**config.mk**
```make
export PLATFORM = sky130hd
export DESIGN_NAME = dac_datapath_gate_and_prbs_check
export DESIGN_NICKNAME = d
export VERILOG_FILES = /design/src/dac_gate_pkg.sv /design/src/dac_datapath_gate_and_prbs_check.sv
export VERILOG_INCLUDE_DIRS = /design/src
export SDC_FILE = /design/constraint.sdc
export NUM_CORES = 1
export LEC_CHECK = 0
export BUFFER_PORTS_ARGS = -buffer_cell sky130_fd_sc_hd__buf_2
export CORE_UTILIZATION = 35
export CTS_CLUSTER_DIAMETER = 120
export DETAILED_ROUTE_END_ITERATION = 8
export PLACE_DENSITY = 0.59
export SLEW_MARGIN = 20
export SYNTH_ARGS = -nofsm -noshare
export SYNTH_HDL_FRONTEND = slang
export SYNTH_SLANG_ARGS = --single-unit
```
**constraint.sdc**
```tcl
create_clock -name REF_CLK_I -period 16.35 [get_ports REF_CLK_I]
set_input_delay 0 -clock REF_CLK_I [delete_from_list [all_inputs] [get_ports REF_CLK_I]]
set_output_delay 0 -clock REF_CLK_I [all_outputs]
set_load 0.01 [all_outputs]
```
**src/dac_gate_regs.svh**
```systemverilog
// Register offsets, field positions, reset values and filter scaling
`ifndef DAC_GATE_REGS_SVH
`define DAC_GATE_REGS_SVH

// Register offsets (15-bit serial-port address)
`define REG_IRQ_ENABLE      15'h020
`define REG_IRQ_STATUS      15'h024
`define REG_TX_GATE         15'h03f
`define REG_UPSAMPLE        15'h110
`define REG_DATAPATH_CFG    15'h111
`define REG_CHECKER_CTRL    15'h14b
`define REG_CHECKER_CNT_I   15'h14c
`define REG_CHECKER_CNT_Q   15'h14d
`define REG_TEST_WORD_HIGH  15'h14e
`define REG_TEST_WORD_LOW   15'h14f
`define REG_CONST_CFG       15'h150
`define REG_HOP_CTRL        15'h800

// Field positions
`define ROLLOFF_EN_BIT      7
`define CONST_EN_BIT        1
`define CHK_EN_BIT          0
`define CHK_RST_BIT         1
`define CHK_SEL_BIT         2
`define CHK_PASS_I_BIT      6
`define CHK_PASS_Q_BIT      7
`define HOP_MODE_MSB        7
`define HOP_MODE_LSB        6
`define HOP_MODE_DISCONT    2'h1
`define UPSAMPLE_BYPASS     4'h0

// Reset values
`define TX_GATE_RESET       8'hc0
`define REG_ZERO_RESET      8'h00
`define TEST_WORD_RESET     16'h0000

// Filter output scaling (coefficients sum to 128)
`define FIR_SHIFT           7

`endif

```
**src/dac_gate_pkg.sv**
```systemverilog
// Types shared by the converter datapath gate and checker
package dac_gate_pkg;

	// Transmit gate configuration register layout
	typedef struct packed {
		logic       out_pass;
		logic       in_pass;
		logic [1:0] rsvd;
		logic       osc_rst_pin;
		logic       out_pin;
		logic       in_pin;
		logic       fsc_pin;
	} tx_gate_t;

	// One datapath sample
	typedef struct packed {
		logic        valid;
		logic [15:0] data;
	} sample_t;

	// Serial-port transaction phase, Gray coded
	typedef enum logic [1:0] {
		SPI_IDLE  = 2'h0,
		SPI_INSTR = 2'h1,
		SPI_DATA  = 2'h3,
		SPI_DONE  = 2'h2
	} spi_state_t;

endpackage : dac_gate_pkg

```
**src/dac_datapath_gate_and_prbs_check.sv**
```systemverilog
// Converter datapath gate, roll-off filter and sequence checker
//
// Summary of operation
// - Test-word enable set feeds the datapath from the constant word.
// - Constant word is 16-bit two's complement, high and low byte, resets zero.
// - Lane samples reach the converter only while test-word enable is clear.
// - Test-word enable may change at any time without a reset.
// - Seven-tap roll-off filter in output path, enable bit, off after reset.
// - Any link fault flag replaces converter samples by zeros.
// - Gate bit 7 clear zeros converter data, set lets it pass.
// - Gate bit 6 clear zeros datapath input, set lets samples enter.
// - Gate bit 3 picks register write or enable pin as oscillator reset.
// - Oscillator reset only happens when hop mode field says discontinuous.
// - Gate bit 2 picks register bit 7 or enable pin for output zeroing.
// - Gate bit 1 picks register bit 6 or enable pin for input zeroing.
// - Gate bit 0 set lets the enable pin ramp full-scale current down.
// - Input zeros pass the filter; bypassed path drops to zero at once.
// - Checker uses 7-stage pattern for select 0, 15-stage for select 1.
// - Control 0b11 holds checker in reset, 0b01 runs it; host then waits.
// - Control bits 6 and 7 read 0 when I or Q channel saw errors.
// - Separate readable error counters for I and Q channels.
// - Checker takes 32-bit groups, compares to previous, one error per group.
// - I and Q fail are interrupt events with enable and status bits.
// - Test-word mode produces samples with no serial link present.
// - Interrupt pin pulled low while any latched source is high.
// - Writing 1 to a status bit clears its latched source.
`include "dac_gate_regs.svh"

module dac_datapath_gate_and_prbs_check
	import dac_gate_pkg::*;
(
	// Clock, reset, enable
	input  wire logic        REF_CLK_I,
	input  wire logic        ARST_N_I,
	input  wire logic        CE_I,
	// Serial register port
	input  wire logic        SPI_CS_N_I,
	input  wire logic        SPI_SCLK_I,
	input  wire logic        SPI_SDI_I,
	output logic             SPI_SDO_O,
	output logic             SPI_SDO_OE_N_O,
	// Lane samples and link health
	input  wire logic        LANE_VALID_I,
	input  wire logic [15:0] LANE_I_I,
	input  wire logic [15:0] LANE_Q_I,
	input  wire logic        LINK_FAULT_I,
	// Transmit enable pin
	input  wire logic        TX_ENABLE_I,
	// Converter decoder side
	output logic             DAC_VALID_O,
	output logic [15:0]      DAC_DATA_O,
	output logic             FSC_MIN_O,
	output logic             TONE_OSC_RESET_O,
	// Open-drain interrupt pin
	input  wire logic        IRQ_I,
	output logic             IRQ_O,
	output logic             IRQ_OE_N_O
);

	////////////////////////////////////////////////////////////////////////
	// Functions

	// Roll-off compensation taps, symmetric
	function automatic logic signed [8:0] coef(input int k);
		case (k)
			0, 6:    coef = 9'h1ff;
			1, 5:    coef = 9'h003;
			2, 4:    coef = 9'h1f6;
			default: coef = 9'h090;
		endcase
	endfunction : coef

	// Clamp a scaled sum to 16 bits
	function automatic logic [15:0] sat16(input logic signed [26:0] v);
		if (v > 27'sh0007fff)
			sat16 = 16'h7fff;
		else if (v < -27'sh0008000)
			sat16 = 16'h8000;
		else
			sat16 = v[15:0];
	endfunction : sat16

	// Any mismatch in a 32-bit group against the pattern recurrence
	function automatic logic group_err(input logic [31:0] prev,
		input logic [31:0] cur, input logic long_seq);
		logic [63:0] w;
		logic        e;
		w = {prev, cur};
		e = 1'b0;
		for (int j = 0; j < 32; j++) begin
			if (long_seq)
				e = e | (w[j] ^ w[j+14] ^ w[j+15]);
			else
				e = e | (w[j] ^ w[j+6] ^ w[j+7]);
		end
		return e;
	endfunction : group_err

	////////////////////////////////////////////////////////////////////////
	// Declarations

	logic             cs_m, cs_s, sck_m, sck_s, sck_d, sdi_m, sdi_s;
	logic             tx_m, tx_s, tx_d;
	logic             sck_rise, sck_fall, tx_rise;
	spi_state_t       spi_state;
	logic [4:0]       bit_cnt;
	logic [15:0]      instr;
	logic [7:0]       wdat, rd_sh;
	logic             wr_pulse;
	logic [14:0]      wr_addr;
	logic [7:0]       wr_data;
	logic [7:0]       next_rd;
	tx_gate_t         gate;
	logic [3:0]       upsample_ratio_select;
	logic             rolloff_comp_enable;
	logic             const_word_source_enable;
	logic [15:0]      test_word;
	logic [7:0]       hop_ctrl;
	logic [2:0]       chk_ctrl;
	logic [1:0]       irq_en, irq_src, fail_d;
	logic [7:0]       cnt_i, cnt_q;
	logic [15:0]      half_i, half_q;
	logic             half_full, prev_ok;
	logic [31:0]      prev_i, prev_q;
	logic             in_allow, out_allow;
	sample_t          s0, s1;
	logic [15:0]      taps [0:6];
	logic signed [26:0] acc;
	logic [1:0]       fail;

	////////////////////////////////////////////////////////////////////////
	// Pin synchronisers

	// Two stages, third stage only for edge finding
	always_ff @(posedge REF_CLK_I or negedge ARST_N_I) begin
		if (!ARST_N_I) begin
			{cs_m, cs_s} <= 2'h3;
			{sck_m, sck_s, sck_d} <= 3'h0;
			{sdi_m, sdi_s} <= 2'h0;
			{tx_m, tx_s, tx_d} <= 3'h0;
		end else if (CE_I) begin
			cs_m  <= SPI_CS_N_I;
			cs_s  <= cs_m;
			sck_m <= SPI_SCLK_I;
			sck_s <= sck_m;
			sck_d <= sck_s;
			sdi_m <= SPI_SDI_I;
			sdi_s <= sdi_m;
			tx_m  <= TX_ENABLE_I;
			tx_s  <= tx_m;
			tx_d  <= tx_s;
		end
	end

	assign sck_rise = sck_s & ~sck_d;
	assign sck_fall = ~sck_s & sck_d;
	assign tx_rise  = tx_s & ~tx_d;

	////////////////////////////////////////////////////////////////////////
	// Serial register port: 16-bit instruction, then one data byte

	always_ff @(posedge REF_CLK_I or negedge ARST_N_I) begin
		if (!ARST_N_I) begin
			spi_state      <= SPI_IDLE;
			bit_cnt        <= 5'h00;
			instr          <= 16'h0000;
			wdat           <= 8'h00;
			rd_sh          <= 8'h00;
			wr_pulse       <= 1'b0;
			wr_addr        <= 15'h0000;
			wr_data        <= 8'h00;
			SPI_SDO_O      <= 1'b0;
			SPI_SDO_OE_N_O <= 1'b1;
		end else if (CE_I) begin
			wr_pulse <= 1'b0;
			if (cs_s) begin
				spi_state      <= SPI_IDLE;
				bit_cnt        <= 5'h00;
				SPI_SDO_OE_N_O <= 1'b1;
			end else begin
				case (spi_state)
					SPI_IDLE: spi_state <= SPI_INSTR;
					SPI_INSTR: if (sck_rise) begin
						instr   <= {instr[14:0], sdi_s};
						bit_cnt <= bit_cnt + 5'h01;
						if (bit_cnt == 5'h0f) begin
							spi_state <= SPI_DATA;
							bit_cnt   <= 5'h00;
							rd_sh     <= next_rd;
						end
					end
					SPI_DATA: begin
						if (sck_rise) begin
							wdat    <= {wdat[6:0], sdi_s};
							bit_cnt <= bit_cnt + 5'h01;
							if (bit_cnt == 5'h07) begin
								spi_state <= SPI_DONE;
								wr_pulse  <= ~instr[15];
								wr_addr   <= instr[14:0];
								wr_data   <= {wdat[6:0], sdi_s};
							end
						end
						if (sck_fall && instr[15]) begin
							SPI_SDO_O      <= rd_sh[7];
							SPI_SDO_OE_N_O <= 1'b0;
							rd_sh          <= {rd_sh[6:0], 1'b0};
						end
					end
					SPI_DONE: if (sck_fall) SPI_SDO_OE_N_O <= 1'b1;
					default: spi_state <= SPI_IDLE;
				endcase
			end
		end
	end

	// Read data for the address that the instruction just completed
	always_comb begin
		logic [14:0] a;
		a = {instr[13:0], sdi_s};
		next_rd = 8'h00;
		case (a)
			`REG_IRQ_ENABLE:     next_rd = {6'h00, irq_en};
			`REG_IRQ_STATUS:     next_rd = {6'h00,
				(irq_en & irq_src) | (~irq_en & fail)};
			`REG_TX_GATE:        next_rd = gate;
			`REG_UPSAMPLE:       next_rd = {4'h0, upsample_ratio_select};
			`REG_DATAPATH_CFG:   next_rd = {rolloff_comp_enable, 7'h00};
			`REG_CHECKER_CTRL:   next_rd = {cnt_q == 8'h00,
				cnt_i == 8'h00, 3'h0, chk_ctrl};
			`REG_CHECKER_CNT_I:  next_rd = cnt_i;
			`REG_CHECKER_CNT_Q:  next_rd = cnt_q;
			`REG_TEST_WORD_HIGH: next_rd = test_word[15:8];
			`REG_TEST_WORD_LOW:  next_rd = test_word[7:0];
			`REG_CONST_CFG:      next_rd = {6'h00, const_word_source_enable,
				1'b0};
			`REG_HOP_CTRL:       next_rd = hop_ctrl;
			default:             next_rd = 8'h00;
		endcase
	end

	////////////////////////////////////////////////////////////////////////
	// Control registers

	// Register writes, taken at any time
	always_ff @(posedge REF_CLK_I or negedge ARST_N_I) begin
		if (!ARST_N_I) begin
			gate                     <= tx_gate_t'(`TX_GATE_RESET);
			upsample_ratio_select    <= `UPSAMPLE_BYPASS;
			rolloff_comp_enable      <= 1'b0;
			const_word_source_enable <= 1'b0;
			test_word                <= `TEST_WORD_RESET;
			hop_ctrl                 <= `REG_ZERO_RESET;
			chk_ctrl                 <= 3'h0;
			irq_en                   <= 2'h0;
		end else if (CE_I && wr_pulse) begin
			case (wr_addr)
				`REG_TX_GATE: begin
					gate      <= tx_gate_t'(wr_data);
					gate.rsvd <= 2'h0;
				end
				`REG_UPSAMPLE:       upsample_ratio_select <= wr_data[3:0];
				`REG_DATAPATH_CFG:
					rolloff_comp_enable <= wr_data[`ROLLOFF_EN_BIT];
				`REG_CONST_CFG:
					const_word_source_enable <= wr_data[`CONST_EN_BIT];
				`REG_TEST_WORD_HIGH: test_word[15:8] <= wr_data;
				`REG_TEST_WORD_LOW:  test_word[7:0] <= wr_data;
				`REG_HOP_CTRL:       hop_ctrl <= wr_data;
				`REG_CHECKER_CTRL:   chk_ctrl <= wr_data[2:0];
				`REG_IRQ_ENABLE:     irq_en <= wr_data[1:0];
				default: ;
			endcase
		end
	end

	// Zeroing controls from register or pin
	assign in_allow  = gate.in_pin ? tx_s : gate.in_pass;
	assign out_allow = gate.out_pin ? tx_s : gate.out_pass;

	////////////////////////////////////////////////////////////////////////
	// Datapath input: source select and input zeroing

	always_ff @(posedge REF_CLK_I or negedge ARST_N_I) begin
		if (!ARST_N_I) begin
			s0 <= '0;
		end else if (CE_I) begin
			// Constant word runs every cycle, no link needed
			s0.valid <= const_word_source_enable | LANE_VALID_I;
			if (!in_allow)
				s0.data <= 16'h0000;
			else if (const_word_source_enable)
				s0.data <= test_word;
			else
				s0.data <= LANE_I_I;
		end
	end

	////////////////////////////////////////////////////////////////////////
	// Roll-off compensation filter

	// Tap line advances once per sample
	always_ff @(posedge REF_CLK_I or negedge ARST_N_I) begin
		if (!ARST_N_I) begin
			for (int k = 0; k < 7; k++)
				taps[k] <= 16'h0000;
		end else if (CE_I && s0.valid) begin
			taps[0] <= s0.data;
			for (int k = 1; k < 7; k++)
				taps[k] <= taps[k-1];
		end
	end

	// Weighted sum of the current sample and six older ones
	always_comb begin
		acc = 27'sd0;
		for (int k = 0; k < 7; k++) begin
			if (k == 0)
				acc = acc + 27'(coef(k) * $signed(s0.data));
			else
				acc = acc + 27'(coef(k) * $signed(taps[k-1]));
		end
	end

	always_ff @(posedge REF_CLK_I or negedge ARST_N_I) begin
		if (!ARST_N_I) begin
			s1 <= '0;
		end else if (CE_I) begin
			s1.valid <= s0.valid;
			if (s0.valid && rolloff_comp_enable)
				s1.data <= sat16(acc >>> `FIR_SHIFT);
			else if (s0.valid)
				s1.data <= s0.data;
		end
	end

	////////////////////////////////////////////////////////////////////////
	// Output blanking toward the converter decoder

	always_ff @(posedge REF_CLK_I or negedge ARST_N_I) begin
		if (!ARST_N_I) begin
			DAC_VALID_O <= 1'b0;
			DAC_DATA_O  <= 16'h0000;
		end else if (CE_I) begin
			DAC_VALID_O <= s1.valid;
			if (s1.valid) begin
				if (LINK_FAULT_I || !out_allow)
					DAC_DATA_O <= 16'h0000;
				else
					DAC_DATA_O <= s1.data;
			end
		end
	end

	////////////////////////////////////////////////////////////////////////
	// Full-scale current and oscillator reset

	always_ff @(posedge REF_CLK_I or negedge ARST_N_I) begin
		if (!ARST_N_I) begin
			FSC_MIN_O        <= 1'b0;
			TONE_OSC_RESET_O <= 1'b0;
		end else if (CE_I) begin
			FSC_MIN_O <= gate.fsc_pin & ~tx_s;
			TONE_OSC_RESET_O <= (hop_ctrl[`HOP_MODE_MSB:`HOP_MODE_LSB] ==
				`HOP_MODE_DISCONT) &&
				(gate.osc_rst_pin ? tx_rise :
				(wr_pulse && wr_addr == `REG_HOP_CTRL));
		end
	end

	////////////////////////////////////////////////////////////////////////
	// Sequence checker on received lane samples

	always_ff @(posedge REF_CLK_I or negedge ARST_N_I) begin
		if (!ARST_N_I) begin
			half_i    <= 16'h0000;
			half_q    <= 16'h0000;
			half_full <= 1'b0;
			prev_ok   <= 1'b0;
			prev_i    <= 32'h0;
			prev_q    <= 32'h0;
			cnt_i     <= 8'h00;
			cnt_q     <= 8'h00;
		end else if (CE_I) begin
			if (chk_ctrl[`CHK_RST_BIT]) begin
				half_full <= 1'b0;
				prev_ok   <= 1'b0;
				cnt_i     <= 8'h00;
				cnt_q     <= 8'h00;
			end else if (chk_ctrl[`CHK_EN_BIT] && LANE_VALID_I) begin
				half_full <= ~half_full;
				if (!half_full) begin
					half_i <= LANE_I_I;
					half_q <= LANE_Q_I;
				end else begin
					prev_i  <= {half_i, LANE_I_I};
					prev_q  <= {half_q, LANE_Q_I};
					prev_ok <= 1'b1;
					if (prev_ok && cnt_i != 8'hff &&
						group_err(prev_i, {half_i, LANE_I_I},
						chk_ctrl[`CHK_SEL_BIT]))
						cnt_i <= cnt_i + 8'h01;
					if (prev_ok && cnt_q != 8'hff &&
						group_err(prev_q, {half_q, LANE_Q_I},
						chk_ctrl[`CHK_SEL_BIT]))
						cnt_q <= cnt_q + 8'h01;
				end
			end
		end
	end

	assign fail = {cnt_q != 8'h00, cnt_i != 8'h00};

	////////////////////////////////////////////////////////////////////////
	// Checker interrupt sources and open-drain pin

	always_ff @(posedge REF_CLK_I or negedge ARST_N_I) begin
		if (!ARST_N_I) begin
			fail_d     <= 2'h0;
			irq_src    <= 2'h0;
			IRQ_O      <= 1'b0;
			IRQ_OE_N_O <= 1'b1;
		end else if (CE_I) begin
			fail_d <= fail;
			for (int b = 0; b < 2; b++) begin
				if (!irq_en[b])
					irq_src[b] <= 1'b0;
				else if (fail[b] && !fail_d[b])
					irq_src[b] <= 1'b1;
				else if (wr_pulse && wr_addr == `REG_IRQ_STATUS &&
					wr_data[b])
					irq_src[b] <= 1'b0;
			end
			IRQ_O      <= 1'b0;
			IRQ_OE_N_O <= ~|irq_src;
		end
	end

endmodule : dac_datapath_gate_and_prbs_check

```
# == Yosys cells after proc, flatten, opt, wreduce, memory -nomap -nowiden ==
# Cells that the tools add are included.
# op_classes
addsub,11
mul,5
n_reduce_logical,63
muxes,373
eq_ne,41
div,0
n_lt_le_gt_ge,2
shift,0
n_bitwise,397
# ops
operator,count
2-to-1 mux 1 bit,341
bitwise XOR 1 bit,256
== test 15 x 9 -> 1 bit (second input constant),14
OR 1 bit,125
2-to-1 mux 16 bit,7
one-hot mux 8 bit (12 select lines),1
== test 15 x 6 -> 1 bit (second input constant),6
2-to-1 mux 8 bit,11
adder 27 x 19 -> 27 bit,2
adder 27 x 21 -> 27 bit,2
negator 16 -> 27 bit,2
multiplier 4 x 16 -> 20 bit (first input constant),2
multiplier 3 x 16 -> 19 bit (first input constant),2
AND reduction 4 bit,9
== test 15 x 12 -> 1 bit (second input constant),2
AND reduction 2 bit,14
adder 27 x 25 -> 27 bit,1
adder 27 bit,1
multiplier 5 x 16 -> 21 bit (first input constant),1
> comparator 20 x 16 -> 1 bit (second input constant),1
less-than comparator 20 x 16 -> 1 bit (second input constant),1
2-to-1 mux 5 bit,4
inequality test 3 bit (second input constant),6
adder 8 x 1 -> 8 bit (second input constant),2
other kinds (31),79
# word_totals
out_inout_bits,23
mem_bits_ro,0
n_memories,0
register_bits,349
mem_bits_rw,0
latch_bits,0

# == Depth between registers and ports, before layout ==
# logic_depth
depth_word,198
ltp_mapped,37

# == Least setup slack after synthesis ==
# No wires, ideal clock.
# synth_timing
path_type,reg2reg
start,register taps[81] (netlist name)
end,register s1[12] (netlist name)
setup_slack_ps,8173
arrival_ps,8056
path_stages_with_launch,37
setup_ps,121
n_path_buf,0
t_required_ps,16229
path_cell_list,dfrtp_1 inv_1 ha_1 inv_1 fa_1 inv_1 ha_1 ha_1 a21o_1 a21oi_1 o21ai_0 a21oi_1 o21bai_1 a211oi_1 nor3_1 and2_1 nor2_1 fa_1 fa_1 inv_1 fa_1 inv_1 fa_1 inv_1 fa_1 inv_1 ha_1 nand4_1 o21bai_1 o31ai_1 nand2_1 o31ai_4 nor3b_1 o22ai_1 o31a_1 a211o_1 a22o_1
# synth_between
elab_chain_len,10
elab_cells_between_ends,11
cone_classes,add/sub (5); mul (1); order compare (2); mux (3)
# synth_lines
item,line,rtl
from (decl),dac_datapath_gate_and_prbs_check.sv:127,logic [15:0] taps [0:6];
"from (signal, indexed assignment)",dac_datapath_gate_and_prbs_check.sv:309,taps[k] <= taps[k-1];
multiplier 4 x 16 -> 20 bit *,dac_datapath_gate_and_prbs_check.sv:320,acc = acc + 27'(coef(k) * $signed(taps[k-1]));
adder 27 x 21 -> 27 bit *,dac_datapath_gate_and_prbs_check.sv:320,
adder 27 x 25 -> 27 bit *,dac_datapath_gate_and_prbs_check.sv:320,
adder 27 x 21 -> 27 bit *,dac_datapath_gate_and_prbs_check.sv:320,
adder 27 x 19 -> 27 bit *,dac_datapath_gate_and_prbs_check.sv:320,
adder 27 bit *,dac_datapath_gate_and_prbs_check.sv:320,
less-than comparator 20 x 16 -> 1 bit,dac_datapath_gate_and_prbs_check.sv:77,else if (v < -27'sh0008000)
2-to-1 mux 16 bit,dac_datapath_gate_and_prbs_check.sv:77,
2-to-1 mux 16 bit *,dac_datapath_gate_and_prbs_check.sv:75,if (v > 27'sh0007fff)
2-to-1 mux 16 bit *,dac_datapath_gate_and_prbs_check.sv:329,if (s0.valid && rolloff_comp_enable)
to (decl),dac_datapath_gate_and_prbs_check.sv:126,"sample_t s0, s1;"
# Mark *: on every way between the ends. The rest lies on a longest branch, timed or not.
# A chain may end at the register's enable or synchronous reset.

# == Worst setup path after layout ==
# layout_timing
start,register taps[81] (netlist name)
end,register s1[9] (netlist name)
# Same word-level chain as after synthesis.

==> flow_summary.yaml <==
place:
  dpl.hpwl_um: 46800
  post-place-ws_ps: 6880
  portBuffers: 62
  routabilityCongestion: 0.894
  post_dp_cell_area_um2: 26800
sta:
  slew_headroom_pct: 29.5
  setup_viol: 0
  drv_slew: 0
  fmax_mhz: 106
  whs_ps: 3.97
  setup_tns_ps: 0
  skew_ps: 22.0
  worst_slew_pin_slew_ps: 1060
  fin_crit_sh_pct: 57.6
  finalHoldViolCount: 0
  period_needed_ps: 9420
  grt_setup_unrepaired: "no"
  setup_slack_ps: 6930
synth:
  ys.flop_type: "dfrtp_1"
  yosysWarnings: 0
  synth_seq_cells: 349
  syn_area_um2: 25500
  synthMuxAreaShare_pct: 9.44
  synth_compound_area_share_pct: 9.56
  syn_avg_cell_area_um2: 10.0
  synth_fp_nets: 2950
  synth_top_family_by_area: "adder cells"
  synthArstFlopShare_pct: 100
  yosysTopAreaCell: "dfrtp_1"
  synth-adder-area-share_pct: 22.3
  synth.area.top_cells: "dfrtp_1, fa_1, ha_1"
  yosysSeqAreaShare_pct: 34.2
  synth_top_area_share_pct: 33.6
  syn_inst: 2549
  synth_xor_area_share_pct: 7.37
  synth_edf_count: 0
  yosys.area_share.simple_pct: 10.5
  ys_types: 74
pwr:
  max-vdd-ir-drop_mv: 0.0692
  power_density_nw_per_um2: 73.7
  clockPowerShare_pct: 45.5
  pwr-share-seq_pct: 43.2
  intPower_mw: 1.54
  sw_frac_of_total_pct: 26.8
  leakagePower_nw: 13.6
  p_sw_mw: 0.564
  power.total_mw: 2.10
  p_comb_share_pct: 11.3
drt:
  post_drt_wl_per_cell_um: 17.1
  ant_nets: 0
  first_pass_iters: 5
  drt_iter0_markers: 1011
  routed-via-count: 18200
  drcViolationCount: 0
  viasPerCell: 5.07
  wirelength_um: 61200
clock_network:
  ctsResizeCount: 0
  worstSkewPairLatency_ps: 570
  clock-root-buffer: "clkbuf_16"
  cts_made_buffers: 41
  clk_path_buf_depth: 3
  cts-htree-levels: 2
  cts_sinks: 349
  clk_pin_slew_worst_paths_ps: 60
  cts_tree: "yes"
worst_setup_path:
  worst_path_largest_cell_delay_ps: 560
  crit_arrival_ps: 9820
  crit_family: "adder cells"
  worstSetupEndpointType: "register"
  rr_startpoint: "taps[81]$_DFFE_PN0P_"
  cpMostUsedCell: "inv_1"
  cp-start-kind: "register"
  cp.required_ps: 16750
  reg2reg_depth: 36
  crit_path_top_delay_cell: "nor2_2"
  worstSetupPathType: "reg2reg"
  cp_max_fo: 14
  worstReg2RegEnd: "s1[9]$_DFFE_PN0P_"
  critical_path_buf_inv_count: 7
  r2r_slack_ps: 6930
grt:
  grt_pass1_vias: 19000
  grt_pass1_wl_um: 102000
  overflow: 0
  grt_start_max_net_pins: 95
  antenna_found_initial: 2
  grt_usage_pct: 16.9
die:
  start_util_pct: 35.5
  die_h_um: 272
  die-area_um2: 74100
  io_pins: 65
  placementRows: 98
  die_w_um: 272
  core_area_um2: 71900
final_layout:
  final_cell_area_um2: 28600
  fillers: 7032
  final_nets: 3004
  drive_gt1_share_pct: 12.5
  area_delta_synth_final_pct: 11.8
run:
  drv_cap: 0
run_status:
  outcome: "finished, final reports clean"
min_path:
  hold_class: "in2async"
## layer usage
layer / wire, um / up-vias / GRT usage, %
met1: 27600 / 9049 / 22.7
met5: 13 / - / 0
met4: 1340 / 2 / 4.21
met3: 2520 / 97 / 2.20
met2: 29800 / 351 / 28.9
li1: - / 8672 / -
## timing repair
action / 4_1_cts / 5_1_grt
setup buffers: 0 / 0
hold buffers: 38 / 0
hold endpoints to repair: 160 / 0
## synthesized netlist by cell type (8+ instances only)
cell type / count
a21boi_0: 8
a21o_1: 21
a21oi_1: 66
a222oi_1: 9
a22o_1: 21
a22oi_1: 8
a31oi_1: 20
and2_1: 10
and3_1: 22
buf_1: 14
buf_2: 8
clkbuf_1: 79
dfrtp_1: 343
fa_1: 159
ha_1: 200
inv_1: 339
mux2_2: 159
mux2i_1: 62
nand2_1: 250
nand2b_1: 14
nand3_1: 47
nand4_1: 20
nor2_1: 97
nor2b_1: 12
nor3_1: 31
nor3b_1: 10
nor4_1: 16
o21ai_0: 145
o22ai_1: 18
o31ai_1: 12
or3_1: 16
xnor2_1: 158
xor2_1: 57
## power by group through the flow
| stage | sequential [mW] | clock [mW] | combinational (mW) |
|---|---|---|---|
| CTS | 0.909 | 0.978 | 0.240 |
| floorplan | 0.910 | 0 | 0.164 |
| finish | 0.910 | 0.956 | 0.238 |
| detailed placement | 0.925 | 0 | 0.231 |
| global route | 0.913 | 1.01 | 0.265 |
| global placement | 0.924 | 0 | 0.227 |
## how the worst max path moves through the flow
stage / slack [ps] / to / cells past startpoint / start
global placement: 6950 / s1[13]$_DFFE_PN0P_ / 36 / taps[81]$_DFFE_PN0P_
CTS: 6840 / s1[9]$_DFFE_PN0P_ / 36 / taps[81]$_DFFE_PN0P_
detailed placement: 6880 / s1[13]$_DFFE_PN0P_ / 36 / taps[81]$_DFFE_PN0P_
global route: 6310 / s1[9]$_DFFE_PN0P_ / 36 / taps[81]$_DFFE_PN0P_
finish: 6930 / s1[9]$_DFFE_PN0P_ / 36 / taps[81]$_DFFE_PN0P_
floorplan: 8170 / s1[12]$_DFFE_PN0P_ / 36 / taps[81]$_DFFE_PN0P_
## cells in the final DEF (no fill, tap or decap), drive strengths merged, types with 47 or more instances in the layout
master and n:
a21oi 66, buf 78, xnor2 158, nor2 98
ha 200, o21ai 147, nand3 47, inv 342
fa 159, xor2 57, nand2 250, dfrtp 343
mux2i 62, mux2 159, clkbuf 56
## flip-flops by register name, summed over array words and instances, names as in the netlist, 4 cells and up
signal and flops:
bit_cnt 5, wr_addr 15, prev_q 15, wr_data 8, hop_ctrl 8, instr 16
cnt_i 8, half_q 16, rd_sh 8, wdat 7, s1 17, gate 6
half_i 16, test_word 16, taps 96, cnt_q 8, s0 17, upsample_ratio_select 4
DAC_DATA_O 16, prev_i 15
## cell families (layout without fill, tap and decap cells)
logic type | count (synthesis) | in the layout
other | 1 | 3
buffers and inverters | 444 | 529
AO/OA/AOI/OAI | 387 | 387
multiplexers | 221 | 221
flip-flops | 349 | 349
XOR/XNOR | 215 | 215
AND/OR/NAND/NOR | 573 | 573
adder cells (fa/ha/maj) | 359 | 359
## through the flow
stage | utilization (%) | instances
floorplan | - | 2549
global placement | 37.3 | 3471
detailed placement | 37.3 | 3471
CTS | 39.7 | 3583
global route | 39.7 | 3585
finish | 39.7 | 3586
## area by class of cell
| type | count | area, um2 | share of cell area (%) |
|---|---|---|---|
| diodes | 2 | 5.00 | 0.0175 |
| clock buffers | 56 | 1130 | 3.97 |
| clock inverters | 18 | 244 | 0.854 |
| inverters | 339 | 1270 | 4.46 |
| multi-input cells | 1756 | 15100 | 53.0 |
| flip-flops and latches | 349 | 8740 | 30.6 |
| well taps | 950 | 1190 | 4.16 |
| repair buffers | 116 | 841 | 2.94 |
No activity file was read; power rests on OpenSTA's default activity.
